[config.mk]
export PLATFORM = sky130hd
export DESIGN_NAME = tsmap_host_ctrl
export DESIGN_NICKNAME = d
export VERILOG_FILES = /design/src/core/tsmap_pkg.sv /design/src/core/tsmap_host_ctrl.sv
export SDC_FILE = /design/constraint.sdc
export NUM_CORES = 1
export LEC_CHECK = 0
export BUFFER_PORTS_ARGS = -buffer_cell sky130_fd_sc_hd__buf_2
export CAP_MARGIN = 15
export CORE_AREA = 4 4 145 119
export CTS_CLUSTER_DIAMETER = 40
export DETAILED_ROUTE_END_ITERATION = 7
export DIE_AREA = 0 0 149 123
export SYNTH_ARGS = -nofsm -noshare
export SYNTH_HDL_FRONTEND = slang
export SYNTH_SLANG_ARGS = --single-unit
export TNS_END_PERCENT = 50
[constraint.sdc]
create_clock -name clk_in -period 5.49 [get_ports clk_in]
set_input_delay 0.549 -clock clk_in [delete_from_list [all_inputs] [get_ports clk_in]]
set_output_delay 0.549 -clock clk_in [all_outputs]
set_load 0.005 [all_outputs]
[src/core/tsmap_pkg.sv]
// Shared constants for the timeslot map programming controller.
// Assumes a device whose slot maps take one 7-bit entry per write strobe.
`default_nettype none
package tsmap_pkg;
   // Slot map geometry.
   localparam int SLOT_CNT = 32;
   localparam int SLOT_W = 5;
   localparam int ENTRY_W = 7;
   localparam int SEL_W = 2;
   localparam int WORD_W = SEL_W + SLOT_W + ENTRY_W;
   // Entry field positions: type in bits 1:0, owner slot index in bits 6:2.
   localparam int TYPE_LSB = 0;
   localparam int OWNER_LSB = 2;
   // Slot type codes; bit 0 set means reference whatever bit 1 holds.
   localparam logic [1:0] TYPE_IDLE = 2'h0;
   localparam logic [1:0] TYPE_CONT = 2'h2;
   localparam logic [1:0] TYPE_REF = 2'h1;
   // Fixed slot positions.
   localparam logic [4:0] CELL_REF_SLOT = 5'h01;
   localparam logic [4:0] UNSTRUCT_REF_SLOT = 5'h00;
   localparam logic [4:0] E1_SIG_SLOT = 5'h10;
   localparam logic [4:0] GAPPED_LAST_CONT = 5'h17;
   // Map selectors on the device write port.
   localparam logic [1:0] MAP_RX = 2'h0;
   localparam logic [1:0] MAP_TX_A = 2'h1;
   localparam logic [1:0] MAP_TX_B = 2'h2;
   // Slots barred from structured channels, per framing.
   localparam logic [31:0] E1_BARRED = 32'h00010001;
   localparam logic [31:0] ALIGNED_BARRED = 32'h11111111;
   localparam logic [31:0] GAPPED_BARRED = 32'hff000000;
   // Idle cycles after each strobe so the device's ready drop can reach us.
   localparam logic [1:0] STROBE_GAP = 2'h3;
   // Reset values.
   localparam logic [4:0] SLOT_RST = 5'h00;
   localparam logic [1:0] SEL_RST = 2'h0;
   // Framing choices.
   typedef enum logic [1:0] {
      TSMAP_E1 = 2'h0,
      TSMAP_T1_ALIGNED = 2'h1,
      TSMAP_T1_GAPPED = 2'h2
   } tsmap_frm_e;
   // User commands.
   typedef enum logic [2:0] {
      TSMAP_OP_CELL = 3'h0,
      TSMAP_OP_UNSTRUCT = 3'h1,
      TSMAP_OP_CHAN_ADD = 3'h2,
      TSMAP_OP_CHAN_DEL = 3'h3,
      TSMAP_OP_CLEAR = 3'h4
   } tsmap_op_e;
   // Sequencer states, Gray coded along idle, walk, finish.
   typedef enum logic [1:0] {
      TSMAP_ST_IDLE = 2'h0,
      TSMAP_ST_WALK = 2'h1,
      TSMAP_ST_FINISH = 2'h3
   } tsmap_st_e;
endpackage
`default_nettype wire

[src/core/tsmap_host_ctrl.sv]
// Host-side controller that programs the receive and transmit slot maps of a
// framer-facing cell/circuit-emulation device over a strobed write port.
// Assumes the device ready pin is asynchronous and the user port is on clk_in.
`timescale 1ns/100ps
`default_nettype none
module tsmap_host_ctrl (
   // Clock, reset and enable.
   input wire logic clk_in,
   input wire logic sys_rst_in,
   input wire logic en_in,
   // User command port.
   input wire logic cmd_valid_in,
   output logic cmd_ready_out,
   input wire logic [2:0] cmd_op_in,
   input wire logic [1:0] cmd_framing_in,
   input wire logic [2:0] cmd_maps_in,
   input wire logic [31:0] cmd_slot_mask_in,
   output logic done_out,
   output logic err_out,
   output logic [4:0] chan_id_out,
   // Device slot map write port.
   output logic map_wr_out,
   input wire logic map_ready_in,
   output logic [1:0] map_sel_out,
   output logic [4:0] map_slot_out,
   output logic [6:0] map_entry_out
);
   tsmap_pkg::tsmap_st_e state_r;
   logic [2:0] op_r;
   logic [1:0] frm_r;
   logic [2:0] maps_r;
   logic [31:0] mask_r;
   logic [4:0] ref_r;
   logic [4:0] slot_r;
   logic [1:0] sel_r;
   logic rdy_meta_r;
   logic rdy_sync_r;
   logic [1:0] gap_r;
   logic [13:0] buf_mem_r [0:1];
   logic buf_wp_r;
   logic buf_rp_r;
   logic [1:0] buf_cnt_r;
   logic push;
   logic pop;
   logic buf_in_ready;
   logic want;
   logic step;
   logic cmd_take;
   logic cmd_bad;
   logic last_step;
   logic [4:0] lowest;

   // Lowest set bit of a slot mask; the channel reference and number.
   function automatic logic [4:0] lowest_slot(input logic [31:0] m);
      logic [4:0] r;
      r = 5'h1f;
      for (int i = 31; i >= 0; i--) begin
         if (m[i]) begin
            r = 5'(i);
         end
      end
      return r;
   endfunction

   // Entry written for one slot under the command in hand.
   function automatic logic [6:0] slot_entry(input logic [2:0] op, input logic [1:0] frm,
                                             input logic [4:0] slot, input logic [4:0] rf);
      logic [1:0] t;
      logic [4:0] own;
      t = tsmap_pkg::TYPE_IDLE;
      own = tsmap_pkg::CELL_REF_SLOT;
      if (op == tsmap_pkg::TSMAP_OP_CELL) begin
         if (slot == tsmap_pkg::CELL_REF_SLOT) begin
            t = tsmap_pkg::TYPE_REF;
         end else if (frm == tsmap_pkg::TSMAP_E1) begin
            if (slot != 5'h00 && slot != tsmap_pkg::E1_SIG_SLOT) begin
               t = tsmap_pkg::TYPE_CONT;
            end
         end else if (frm == tsmap_pkg::TSMAP_T1_ALIGNED) begin
            if (slot[1:0] != 2'h0) begin
               t = tsmap_pkg::TYPE_CONT;
            end
         end else if (slot <= tsmap_pkg::GAPPED_LAST_CONT) begin
            t = tsmap_pkg::TYPE_CONT;
         end
      end else if (op == tsmap_pkg::TSMAP_OP_UNSTRUCT) begin
         own = tsmap_pkg::UNSTRUCT_REF_SLOT;
         if (slot == tsmap_pkg::UNSTRUCT_REF_SLOT) begin
            t = tsmap_pkg::TYPE_REF;
         end
      end else if (op == tsmap_pkg::TSMAP_OP_CHAN_ADD) begin
         own = rf;
         t = (slot == rf) ? tsmap_pkg::TYPE_REF : tsmap_pkg::TYPE_CONT;
      end
      return {own, t};
   endfunction

   // Slots barred from structured channels under the given framing.
   function automatic logic [31:0] barred(input logic [1:0] frm);
      unique case (frm)
         tsmap_pkg::TSMAP_E1: return tsmap_pkg::E1_BARRED;
         tsmap_pkg::TSMAP_T1_ALIGNED: return tsmap_pkg::ALIGNED_BARRED;
         tsmap_pkg::TSMAP_T1_GAPPED: return tsmap_pkg::GAPPED_BARRED;
         default: return 32'hffffffff;
      endcase
   endfunction

   // Command acceptance and validation.
   assign cmd_ready_out = (state_r == tsmap_pkg::TSMAP_ST_IDLE);
   assign cmd_take = en_in && cmd_valid_in && cmd_ready_out;
   assign lowest = lowest_slot(cmd_slot_mask_in);
   always_comb begin
      cmd_bad = (cmd_op_in > 3'(tsmap_pkg::TSMAP_OP_CLEAR)) || (cmd_framing_in == 2'h3);
      if (cmd_op_in == 3'(tsmap_pkg::TSMAP_OP_CHAN_ADD) ||
          cmd_op_in == 3'(tsmap_pkg::TSMAP_OP_CHAN_DEL)) begin
         // A channel may not be empty nor touch a barred slot.
         cmd_bad = cmd_bad || (cmd_slot_mask_in == 32'h0) ||
                   ((cmd_slot_mask_in & barred(cmd_framing_in)) != 32'h0);
      end
   end

   // Walk control: cell writes MAP_RX and MAP_TX_A, unstructured all three maps; others only selected maps, channels only masked slots.
   always_comb begin
      want = maps_r[sel_r] && (sel_r != 2'h3);
      if (op_r == 3'(tsmap_pkg::TSMAP_OP_CELL)) begin
         want = (sel_r == tsmap_pkg::MAP_RX) || (sel_r == tsmap_pkg::MAP_TX_A);
      end else if (op_r == 3'(tsmap_pkg::TSMAP_OP_UNSTRUCT)) begin
         want = (sel_r != 2'h3);
      end else if (op_r == 3'(tsmap_pkg::TSMAP_OP_CHAN_ADD) ||
                   op_r == 3'(tsmap_pkg::TSMAP_OP_CHAN_DEL)) begin
         want = want && mask_r[slot_r];
      end
   end
   assign push = (state_r == tsmap_pkg::TSMAP_ST_WALK) && want && buf_in_ready;
   assign step = (state_r == tsmap_pkg::TSMAP_ST_WALK) && (!want || buf_in_ready);
   assign last_step = (sel_r == tsmap_pkg::MAP_TX_B) && (slot_r == 5'h1f);

   // Sequencer and command capture.
   always_ff @(posedge clk_in) begin
      if (sys_rst_in) begin
         state_r <= tsmap_pkg::TSMAP_ST_IDLE;
         op_r <= 3'h0;
         frm_r <= 2'h0;
         maps_r <= 3'h0;
         mask_r <= 32'h0;
         ref_r <= tsmap_pkg::SLOT_RST;
      end else if (en_in) begin
         unique case (state_r)
            tsmap_pkg::TSMAP_ST_IDLE: begin
               if (cmd_take && !cmd_bad) begin
                  state_r <= tsmap_pkg::TSMAP_ST_WALK;
                  op_r <= cmd_op_in;
                  frm_r <= cmd_framing_in;
                  maps_r <= cmd_maps_in;
                  mask_r <= cmd_slot_mask_in;
                  ref_r <= lowest;
               end
            end
            tsmap_pkg::TSMAP_ST_WALK: begin
               if (step && last_step) begin
                  state_r <= tsmap_pkg::TSMAP_ST_FINISH;
               end
            end
            tsmap_pkg::TSMAP_ST_FINISH: begin
               // Report done only once every word has left for the device.
               if (buf_cnt_r == 2'h0 && gap_r == 2'h0) begin
                  state_r <= tsmap_pkg::TSMAP_ST_IDLE;
               end
            end
            default: state_r <= tsmap_pkg::TSMAP_ST_IDLE;
         endcase
      end
   end

   // Slot and map counters: slots run 0..31 within each map, maps 0..2.
   always_ff @(posedge clk_in) begin
      if (sys_rst_in) begin
         slot_r <= tsmap_pkg::SLOT_RST;
         sel_r <= tsmap_pkg::SEL_RST;
      end else if (en_in) begin
         if (cmd_take) begin
            slot_r <= tsmap_pkg::SLOT_RST;
            sel_r <= tsmap_pkg::SEL_RST;
         end else if (step) begin
            slot_r <= slot_r + 5'h01;
            if (slot_r == 5'h1f) begin
               sel_r <= sel_r + 2'h1;
            end
         end
      end
   end

   // Status pulses and channel number of the last accepted channel add; any other accepted command loads UNSTRUCT_REF_SLOT.
   always_ff @(posedge clk_in) begin
      if (sys_rst_in) begin
         done_out <= 1'b0;
         err_out <= 1'b0;
         chan_id_out <= tsmap_pkg::SLOT_RST;
      end else if (en_in) begin
         done_out <= (state_r == tsmap_pkg::TSMAP_ST_FINISH) && (buf_cnt_r == 2'h0) &&
                     (gap_r == 2'h0);
         err_out <= cmd_take && cmd_bad;
         if (cmd_take && !cmd_bad) begin
            chan_id_out <= (cmd_op_in == 3'(tsmap_pkg::TSMAP_OP_CHAN_ADD)) ?
                           lowest : tsmap_pkg::UNSTRUCT_REF_SLOT;
         end
      end
   end

   // Two-entry buffer; a stalled device fills it and then stalls the walk.
   assign buf_in_ready = (buf_cnt_r != 2'h2);
   always_ff @(posedge clk_in) begin
      if (sys_rst_in) begin
         buf_wp_r <= 1'b0;
         buf_rp_r <= 1'b0;
         buf_cnt_r <= 2'h0;
      end else if (en_in) begin
         if (push) begin
            buf_mem_r[buf_wp_r] <= {sel_r, slot_r, slot_entry(op_r, frm_r, slot_r, ref_r)};
            buf_wp_r <= ~buf_wp_r;
         end
         if (pop) begin
            buf_rp_r <= ~buf_rp_r;
         end
         buf_cnt_r <= buf_cnt_r + {1'b0, push} - {1'b0, pop};
      end
   end

   // Ready pin synchroniser; only the second stage is looked at.
   always_ff @(posedge clk_in) begin
      if (sys_rst_in) begin
         rdy_meta_r <= 1'b0;
         rdy_sync_r <= 1'b0;
      end else if (en_in) begin
         rdy_meta_r <= map_ready_in;
         rdy_sync_r <= rdy_meta_r;
      end
   end

   // Pin driver: one-cycle strobe, then a gap that covers the sync delay so a
   // device that drops ready right after a strobe is never overrun.
   assign pop = (buf_cnt_r != 2'h0) && rdy_sync_r && (gap_r == 2'h0);
   always_ff @(posedge clk_in) begin
      if (sys_rst_in) begin
         map_wr_out <= 1'b0;
         map_sel_out <= tsmap_pkg::SEL_RST;
         map_slot_out <= tsmap_pkg::SLOT_RST;
         map_entry_out <= 7'h00;
         gap_r <= 2'h0;
      end else if (en_in) begin
         map_wr_out <= pop;
         if (pop) begin
            {map_sel_out, map_slot_out, map_entry_out} <= buf_mem_r[buf_rp_r];
            gap_r <= tsmap_pkg::STROBE_GAP;
         end else if (gap_r != 2'h0) begin
            gap_r <= gap_r - 2'h1;
         end
      end
   end
endmodule
`default_nettype wire

==> impl_metrics.sql, run 1 <==
INSERT INTO impl_metrics (metric_group, metric, value, unit) VALUES
('run_status', 'run_status', 'complete, no violations', ''),
('synthesis', 'synth-async-reset-ratio', '0', ''),
('cts', 'cts_tree', 'yes', ''),
('power_and_ir_drop', 'p_leak', '0.00253', 'uW'),
('synthesis', 'area_contributors_post_synth', 'dfxtp_1 (31%), edfxtp_1 (16%), mux2i_1 (13%), nor2_1 (6.4%), ha_1 (2.5%)', ''),
('route', 'drtIter0Drc', '265', ''),
('route', 'finalWirelength', '12900', 'um'),
('cts', 'h-tree-depth', '3', ''),
('cts', 'number_of_buffers_inserted_during_clock_tree_synthesis', '9', ''),
('grt', 'grt_antenna_before_repair', '0', ''),
('synthesis', 'synthesis.yosys.warnings', '0', ''),
('layout', 'drive_above_1_share', '0.176', ''),
('synthesis', 'synthDistinctLibCells', '61', ''),
('worst_setup_path', 'critical_path.top_delay_family', 'compound AO/OA/AOI/OAI gates', ''),
('worst_setup_path', 'cp_slowest_cell', 'dfxtp_1', ''),
('power_and_ir_drop', 'power.switching', '413', 'uW'),
('placed_design', 'dp.final_hpwl', '9540', 'um'),
('sta', 'maxSlewViolCount', '0', ''),
('grt', 'overflow', '0', ''),
('grt', 'grt_busiest_layer', 'met2', ''),
('power_and_ir_drop', 'seqPwrFrac', '0.526', ''),
('grt', 'use_met1', '0.207', ''),
('layout', 'design.final.nets', '649', ''),
('grt', 'maximum_number_of_pins_on_one_net_before_global_route_repair', '45', ''),
('placed_design', 'dp_slack', '1.63', 'ns'),
('synthesis', 'synth_largest_type_area_fraction', '0.311', ''),
('worst_setup_path', 'critPathKind', 'flip-flop to flip-flop', ''),
('layout', 'fill_cells', '1591', ''),
('route', 'via_per_inst', '5.12', ''),
('power_and_ir_drop', 'finalPower', '1640', 'uW'),
('worst_setup_path', 'worst-path-max-fanout', '18', ''),
('worst_setup_path', 'worst_path_required', '5.72', 'ns'),
('hold_path', 'worstHoldPathType', 'primary input to flip-flop', ''),
('route', 'firstDrtPassIters', '4', ''),
('cts', 'ctsLongestPathBuffers', '2', ''),
('cts', 'post-cts-setup-buffers', '0', ''),
('synthesis', 'ys_seq_elements', '112', ''),
('worst_setup_path', 'crit_path_cell_trace', 'mux4_2, o22ai_1, a311o_1, a211oi_1, nor2_1, or4_1, ha_1, inv_1, ha_1, xnor2_1, nor2_1, xnor2_1, nor2_1', ''),
('sta', 'setup_viol', '0', ''),
('route', 'vias', '4159', ''),
('sta', 'fin_hold_ws', '0.437', 'ns'),
('route', 'drtAntennaViolNets', '0', ''),
('sta', 'setup-tns-final', '0', 'ns'),
('synthesis', 'postSynthNetCount', '597', ''),
('placed_design', 'port_buffers', '67', ''),
('worst_setup_path', 'critical_path.endpoint_type', 'flip-flop', ''),
('floorplanning', 'die_y', '123', 'um'),
('worst_setup_path', 'critPathMostFrequentCell', 'nor2_1', ''),
('synthesis', 'synth_ff_type', 'dfxtp_1', ''),
('sta', 'worst-slew-pin-transition', '1.11', 'ns'),
('synthesis', 'post_synth_instance_area', '5410', 'um2'),
('power_and_ir_drop', 'clockPowerShare', '0.404', ''),
('floorplanning', 'floorplan.io_pins', '68', ''),
('route', 'detail_route.wl_per_cell', '15.8', 'um'),
('layout', 'final_util', '0.396', ''),
('floorplanning', 'floorplan.rows', '41', ''),
('sta', 'timing.fmax', '259', 'MHz'),
('sta', 'grt_setup_unrepaired', 'false', ''),
('layout', 'antenna_cells', '0', ''),
('power_and_ir_drop', 'cellPowerDensity', '264', 'nW/um2'),
('sta', 'post-route-worst-setup-slack', '1.63', 'ns'),
('job', 'number_of_max_cap_violations', '0', ''),
('sta', 'finalClockSkew', '0.0136', 'ns'),
('floorplanning', 'die-area', '18300', 'um2'),
('sta', 'fin_hold_viols', '0', ''),
('synthesis', 'synth_edf_count', '28', ''),
('grt', 'met2_demand_to_capacity_share_in_global_routing', '0.229', ''),
('grt', 'grt_first_pass_wirelength', '21400', 'um'),
('power_and_ir_drop', 'cell_internal_pwr', '1230', 'uW'),
('synthesis', 'synth.largest_area_cell', 'dfxtp_1', ''),
('floorplanning', 'floorplan.initialDensity', '0.345', '');
## final timing paths
check                       to      startpoint  cells past startpoint  slack, ns
setup reg to reg  buf_cnt_r[1]       slot_r[1]                     13       1.63
setup / recovery  buf_cnt_r[1]       slot_r[1]                     13       1.63
hold reg to reg     map_wr_out      map_wr_out                      2       0.49
hold / removal       maps_r[0]  cmd_maps_in[0]                      3       0.44
## layer usage
metal	vias up	wire, um
li1	2070	-
met1	1971	6230
met2	102	5810
met3	16	654
met4	0	187
met5	-	0
## worst register-to-register path, stage by stage, from the launching register on
cell and delay [ns]:
dfxtp_1 0.88, mux4_2 0.37, o22ai_1 0.07, a311o_1 0.36, a211oi_1 0.55, nor2_1 0.07
or4_1 0.50, ha_1 0.31, inv_1 0.04, ha_1 0.18, xnor2_1 0.13, nor2_1 0.11
xnor2_1 0.13, nor2_1 0.05
## sequential cells by signal (all words and copies together) (netlist names), 3 cells and up
name           cells
buf_mem_r         28
chan_id_out        5
map_entry_out      7
map_slot_out       5
maps_r             3
mask_r            32
op_r               3
ref_r              5
slot_r             5
## cells in the final DEF (no fill, tap or decap), types with 4 or more instances in the layout
master / count
a211oi_1: 18
o21ai_0: 13
xnor2_1: 6
nor2b_1: 9
buf_2: 67
mux2i_1: 70
or4_1: 8
nor3_1: 12
ha_1: 11
a21oi_1: 12
buf_4: 5
inv_1: 16
nor4_1: 7
nand3b_1: 8
nand2_1: 29
clkbuf_16: 9
o21bai_1: 4
edfxtp_1: 28
dfxtp_1: 84
nand3_1: 7
and3_1: 4
nand2b_1: 4
and2_1: 6
mux4_2: 5
o31ai_1: 6
nor2_1: 92
## power groups by stage
stage | Sequential, uW | Combinational [uW] | Clock [uW]
detailed placement | 882 | 114 | 0
global placement | 881 | 110 | 0
floorplan | 877 | 70.0 | 0
CTS | 862 | 114 | 683
finish | 862 | 115 | 662
global route | 864 | 128 | 708
## area by class of cell
| class | instances | area [um2] | area share |
|---|---|---|---|
| multi-input cells | 382 | 2670 | 0.431 |
| clock buffers | 9 | 225 | 0.0363 |
| repair buffers | 72 | 373 | 0.0601 |
| inverters | 16 | 60.1 | 0.00967 |
| flip-flops and latches | 112 | 2520 | 0.406 |
| well taps | 215 | 269 | 0.0433 |
| clock inverters | 7 | 85.1 | 0.0137 |
## stage by stage
stage | instances | instance area (um2)
finish | 813 | 6210
global route | 813 | 6210
CTS | 813 | 6210
detailed placement | 797 | 5900
global placement | 797 | 5900
floorplan | 541 | 5410
## synthesized netlist by cell type, types with 3 or more instances
| cell type | n |
|---|---|
| o22ai_1 | 3 |
| nand2b_1 | 4 |
| ha_1 | 11 |
| o31ai_1 | 6 |
| xnor2_1 | 6 |
| nand3_1 | 7 |
| o21bai_1 | 4 |
| dfxtp_1 | 84 |
| nor4_1 | 7 |
| nand3b_1 | 8 |
| buf_4 | 4 |
| a211oi_1 | 18 |
| and2_1 | 6 |
| nor2_1 | 92 |
| nor2b_1 | 9 |
| a21oi_1 | 12 |
| or3_1 | 3 |
| or4_1 | 8 |
| o21ai_0 | 13 |
| nand4_1 | 3 |
| mux4_2 | 5 |
| inv_1 | 16 |
| clkbuf_1 | 19 |
| nand2_1 | 29 |
| and3_1 | 4 |
| mux2i_1 | 70 |
| edfxtp_1 | 28 |
| nor3_1 | 13 |
## cells by family (layout without fill, tap and decap cells)
| logic type | count (synthesis) | count (layout) | share of synthesized area |
|---|---|---|---|
| DFF | 112 | 112 | 0.466 |
| muxes | 77 | 77 | 0.154 |
| adders and majority gates | 11 | 11 | 0.0254 |
| and+or+nand+nor | 201 | 201 | 0.184 |
| xor gates and xnor gates | 8 | 8 | 0.0130 |
| AOI/OAI and AO/OA | 85 | 85 | 0.114 |
| buffers and inverters | 47 | 104 | 0.0428 |
Power figures use the tool's default switching activity.
==> inputs of run 2 (changes only) <==
==> constraint.sdc (replaced) <==
create_clock -name clk_in -period 3.8 [get_ports clk_in]
set_input_delay 0.38 -clock clk_in [delete_from_list [all_inputs] [get_ports clk_in]]
set_output_delay 0.38 -clock clk_in [all_outputs]
set_load 0.005 [all_outputs]
==> run 2 against run 1 <==
Maximum frequency rose by 10%. Global-route usage rose by 0.24 points. Combinational power rose by 45%. Critical path type unchanged. Largest power group unchanged.
==> impl_metrics.sql, run 2 (synthesis results as in run 1) <==
INSERT INTO impl_metrics (metric_group, metric, value, unit) VALUES
('grt', 'grt_util_all_layers', '0.149', ''),
('route', 'drtIter0Drc', '292', ''),
('layout', 'antenna_cells', '0', ''),
('floorplanning', 'floorplan.rows', '41', ''),
('route', 'via_per_inst', '5.16', ''),
('layout', 'largest_register_ffs', '32', ''),
('sta', 'worst-slew-pin-transition', '1.14', 'ns'),
('layout', 'drive_above_1_share', '0.182', ''),
('worst_setup_path', 'critPathMostFrequentCell', 'nor2_1', ''),
('layout', 'final_cells', '818', ''),
('route', 'detail_route.wl_per_cell', '16.1', 'um'),
('layout', 'final_util', '0.398', ''),
('cts', 'cts_tree', 'yes', ''),
('sta', 'setup_viol', '0', ''),
('floorplanning', 'design.core.area', '15700', 'um2'),
('layout', 'max_flop_register', 'mask_r', ''),
('worst_setup_path', 'worst-r2r-cell-count', '13', ''),
('floorplanning', 'die_y', '123', 'um'),
('sta', 'worst_slew_margin_rel', '0.238', ''),
('cts', 'ctsLongestPathBuffers', '2', ''),
('placed_design', 'dp.final_hpwl', '9870', 'um'),
('cts', 'number_of_buffers_inserted_during_clock_tree_synthesis', '9', ''),
('worst_setup_path', 'critPathKind', 'flip-flop to flip-flop', ''),
('placed_design', 'place_inst', '801', ''),
('floorplanning', 'die-width', '149', 'um'),
('grt', 'number_of_global_route_vias_before_repair', '3995', ''),
('power_and_ir_drop', 'switching_share', '0.250', ''),
('hold_path', 'min_to', 'maps_r[0]', ''),
('layout', 'layout.cells.most_common', 'nor2_1', ''),
('power_and_ir_drop', 'clockPowerShare', '0.397', ''),
('worst_setup_path', 'reg2reg_slack', '0.30', 'ns'),
('run_status', 'run_status', 'complete, no violations', ''),
('layout', 'layout_top_registers', 'mask_r (32), buf_mem_r (28), map_entry_out (7)', ''),
('sta', 'timing.fmax', '285', 'MHz'),
('hold_path', 'hold-path-cell-count', '3', ''),
('worst_setup_path', 'critical_path.endpoint_type', 'flip-flop', ''),
('floorplanning', 'floorplan.initialDensity', '0.345', ''),
('layout', 'final_cell_mix', 'nor2_1 (92), dfxtp_1 (84), mux2i_1 (70)', ''),
('hold_path', 'worstHoldPathType', 'primary input to flip-flop', ''),
('power_and_ir_drop', 'cellPowerDensity', '375', 'nW/um2'),
('route', 'vias', '4222', ''),
('cts', 'root_buffer', 'clkbuf_16', ''),
('worst_setup_path', 'crit_path_cell_trace', 'mux4_2, o22ai_1, a311o_1, a211oi_1, nor2_1, or4_1, ha_1, inv_1, ha_1, xnor2_1, nor2_1, xnor2_1, nor2_1', ''),
('sta', 'timing.final.crit_share', '0.922', ''),
('job', 'number_of_max_cap_violations', '0', ''),
('worst_setup_path', 'cp_slowest_cell', 'dfxtp_1', ''),
('sta', 'fin_hold_viols', '0', ''),
('worst_setup_path', 'worst_path_required', '4.04', 'ns'),
('floorplanning', 'floorplan.io_pins', '68', ''),
('worst_setup_path', 'startpoint_type', 'flip-flop', ''),
('power_and_ir_drop', 'power.share.combinational', '0.071', ''),
('worst_setup_path', 'max_stage_delay', '0.67', 'ns'),
('power_and_ir_drop', 'power.ir.vdd_worst', '0.205', 'mV'),
('power_and_ir_drop', 'power.switching', '586', 'uW'),
('layout', 'design.final.nets', '654', ''),
('power_and_ir_drop', 'seqPwrFrac', '0.532', ''),
('power_and_ir_drop', 'cell_internal_pwr', '1760', 'uW'),
('cts', 'clock-sinks', '112', ''),
('cts', 'h-tree-depth', '3', ''),
('sta', 'period_needed', '3.50', 'ns'),
('layout', 'areaGrowthSynthToFinish', '15.5', '%'),
('route', 'drc', '0', ''),
('placed_design', 'place.gp.congestion', '0.844', ''),
('worst_setup_path', 'regToRegEndpoint', 'buf_cnt_r[1]', ''),
('route', 'drtAntennaViolNets', '0', ''),
('floorplanning', 'die-area', '18300', 'um2'),
('grt', 'overflow', '0', ''),
('sta', 'finalClockSkew', '0.00751', 'ns'),
('worst_setup_path', 'arrival', '3.75', 'ns'),
('cts', 'clkLatencyLatePin', '0.36', 'ns'),
('power_and_ir_drop', 'p_leak', '0.00256', 'uW'),
('sta', 'setup-tns-final', '0', 'ns'),
('sta', 'grt_setup_unrepaired', 'false', ''),
('grt', 'grt_antenna_before_repair', '0', ''),
('grt', 'maximum_number_of_pins_on_one_net_before_global_route_repair', '50', ''),
('sta', 'fin_hold_ws', '0.248', 'ns'),
('route', 'finalWirelength', '13200', 'um'),
('route', 'firstDrtPassIters', '5', ''),
('worst_setup_path', 'origin_of_the_critical_flop_to_flop_path', 'slot_r[2]', ''),
('power_and_ir_drop', 'finalPower', '2340', 'uW'),
('sta', 'maxSlewViolCount', '0', ''),
('placed_design', 'port_buffers', '67', ''),
('cts', 'post-cts-setup-buffers', '0', ''),
('cts', 'path_clk_slew', '0.08', 'ns'),
('hold_path', 'hold_start', 'cmd_maps_in[0]', ''),
('worst_setup_path', 'worst-path-max-fanout', '16', ''),
('grt', 'grt_first_pass_wirelength', '21500', 'um');
[run 2: cell count changes in the layout (fill, tap and decap cells not counted), sizes merged]
cell,delta
buf,+5
clkinvlp,+1
inv,-1
[run 2: worst max-delay path by stage]
stage / cells past startpoint / endpoint / startpoint
global route: 13 / buf_cnt_r[1] / slot_r[2]
floorplan: 7 / buf_mem_r[1][0] / slot_r[0]
global placement: 13 / buf_cnt_r[1] / slot_r[0]
finish: 13 / buf_cnt_r[1] / slot_r[2]
detailed placement: 6 / buf_mem_r[1][12] / slot_r[0]
CTS: 6 / buf_mem_r[1][11] / slot_r[0]
[run 2: what timing repair did]
| item | 4_1_cts | 5_1_grt |
|---|---|---|
| endpoints found under the setup margin | 0 | 9 |
| hold buffers | 0 | 0 |
| resized for setup | 0 | 1 |
[run 2: critical path: cells and delay by family, from the launching register on]
kind,cells,cell delay [ns]
xor gates and xnor gates,2,0.25
and+or+nand+nor,4,0.70
AOI/OAI and AO/OA,3,0.97
adders and majority gates,2,0.45
muxes,1,0.30
DFF,1,0.67
buffers and inverters,1,0.03
[run 2: stage by stage]
step	setup slack (ns)	instance area, um2
2_1_floorplan	0.433	5410
6_report	0.295	6250
3_5_place_dp	0.245	5940
5_1_grt	0.107	6250
4_1_cts	0.247	6230
3_3_place_gp	0.346	5940
[run 2: cell type report]
cell class,instances,area (um2)
tap,215,269
timing repair buffer,77,427
clock buffer,9,225
clock inverter,7,66.3
inverter,16,60.1
fill,1595,9450
multi-input combinational,382,2680
sequential,112,2520
[run 2: metal layers]
layer,global-route usage,part of all wire
met3,0.0311,0.052
met2,0.231,0.44
met5,0,0
met1,0.214,0.49
met4,0.0383,0.011
[run 2: power by group through the flow]
stage / Clock [uW] / Combinational [uW] / Sequential [uW]
after floorplan: 0 / 101 / 1270
after global placement: 0 / 162 / 1270
after detailed placement: 0 / 167 / 1270
after CTS: 952 / 167 / 1250
after global routing: 990 / 187 / 1250
final: 930 / 167 / 1250
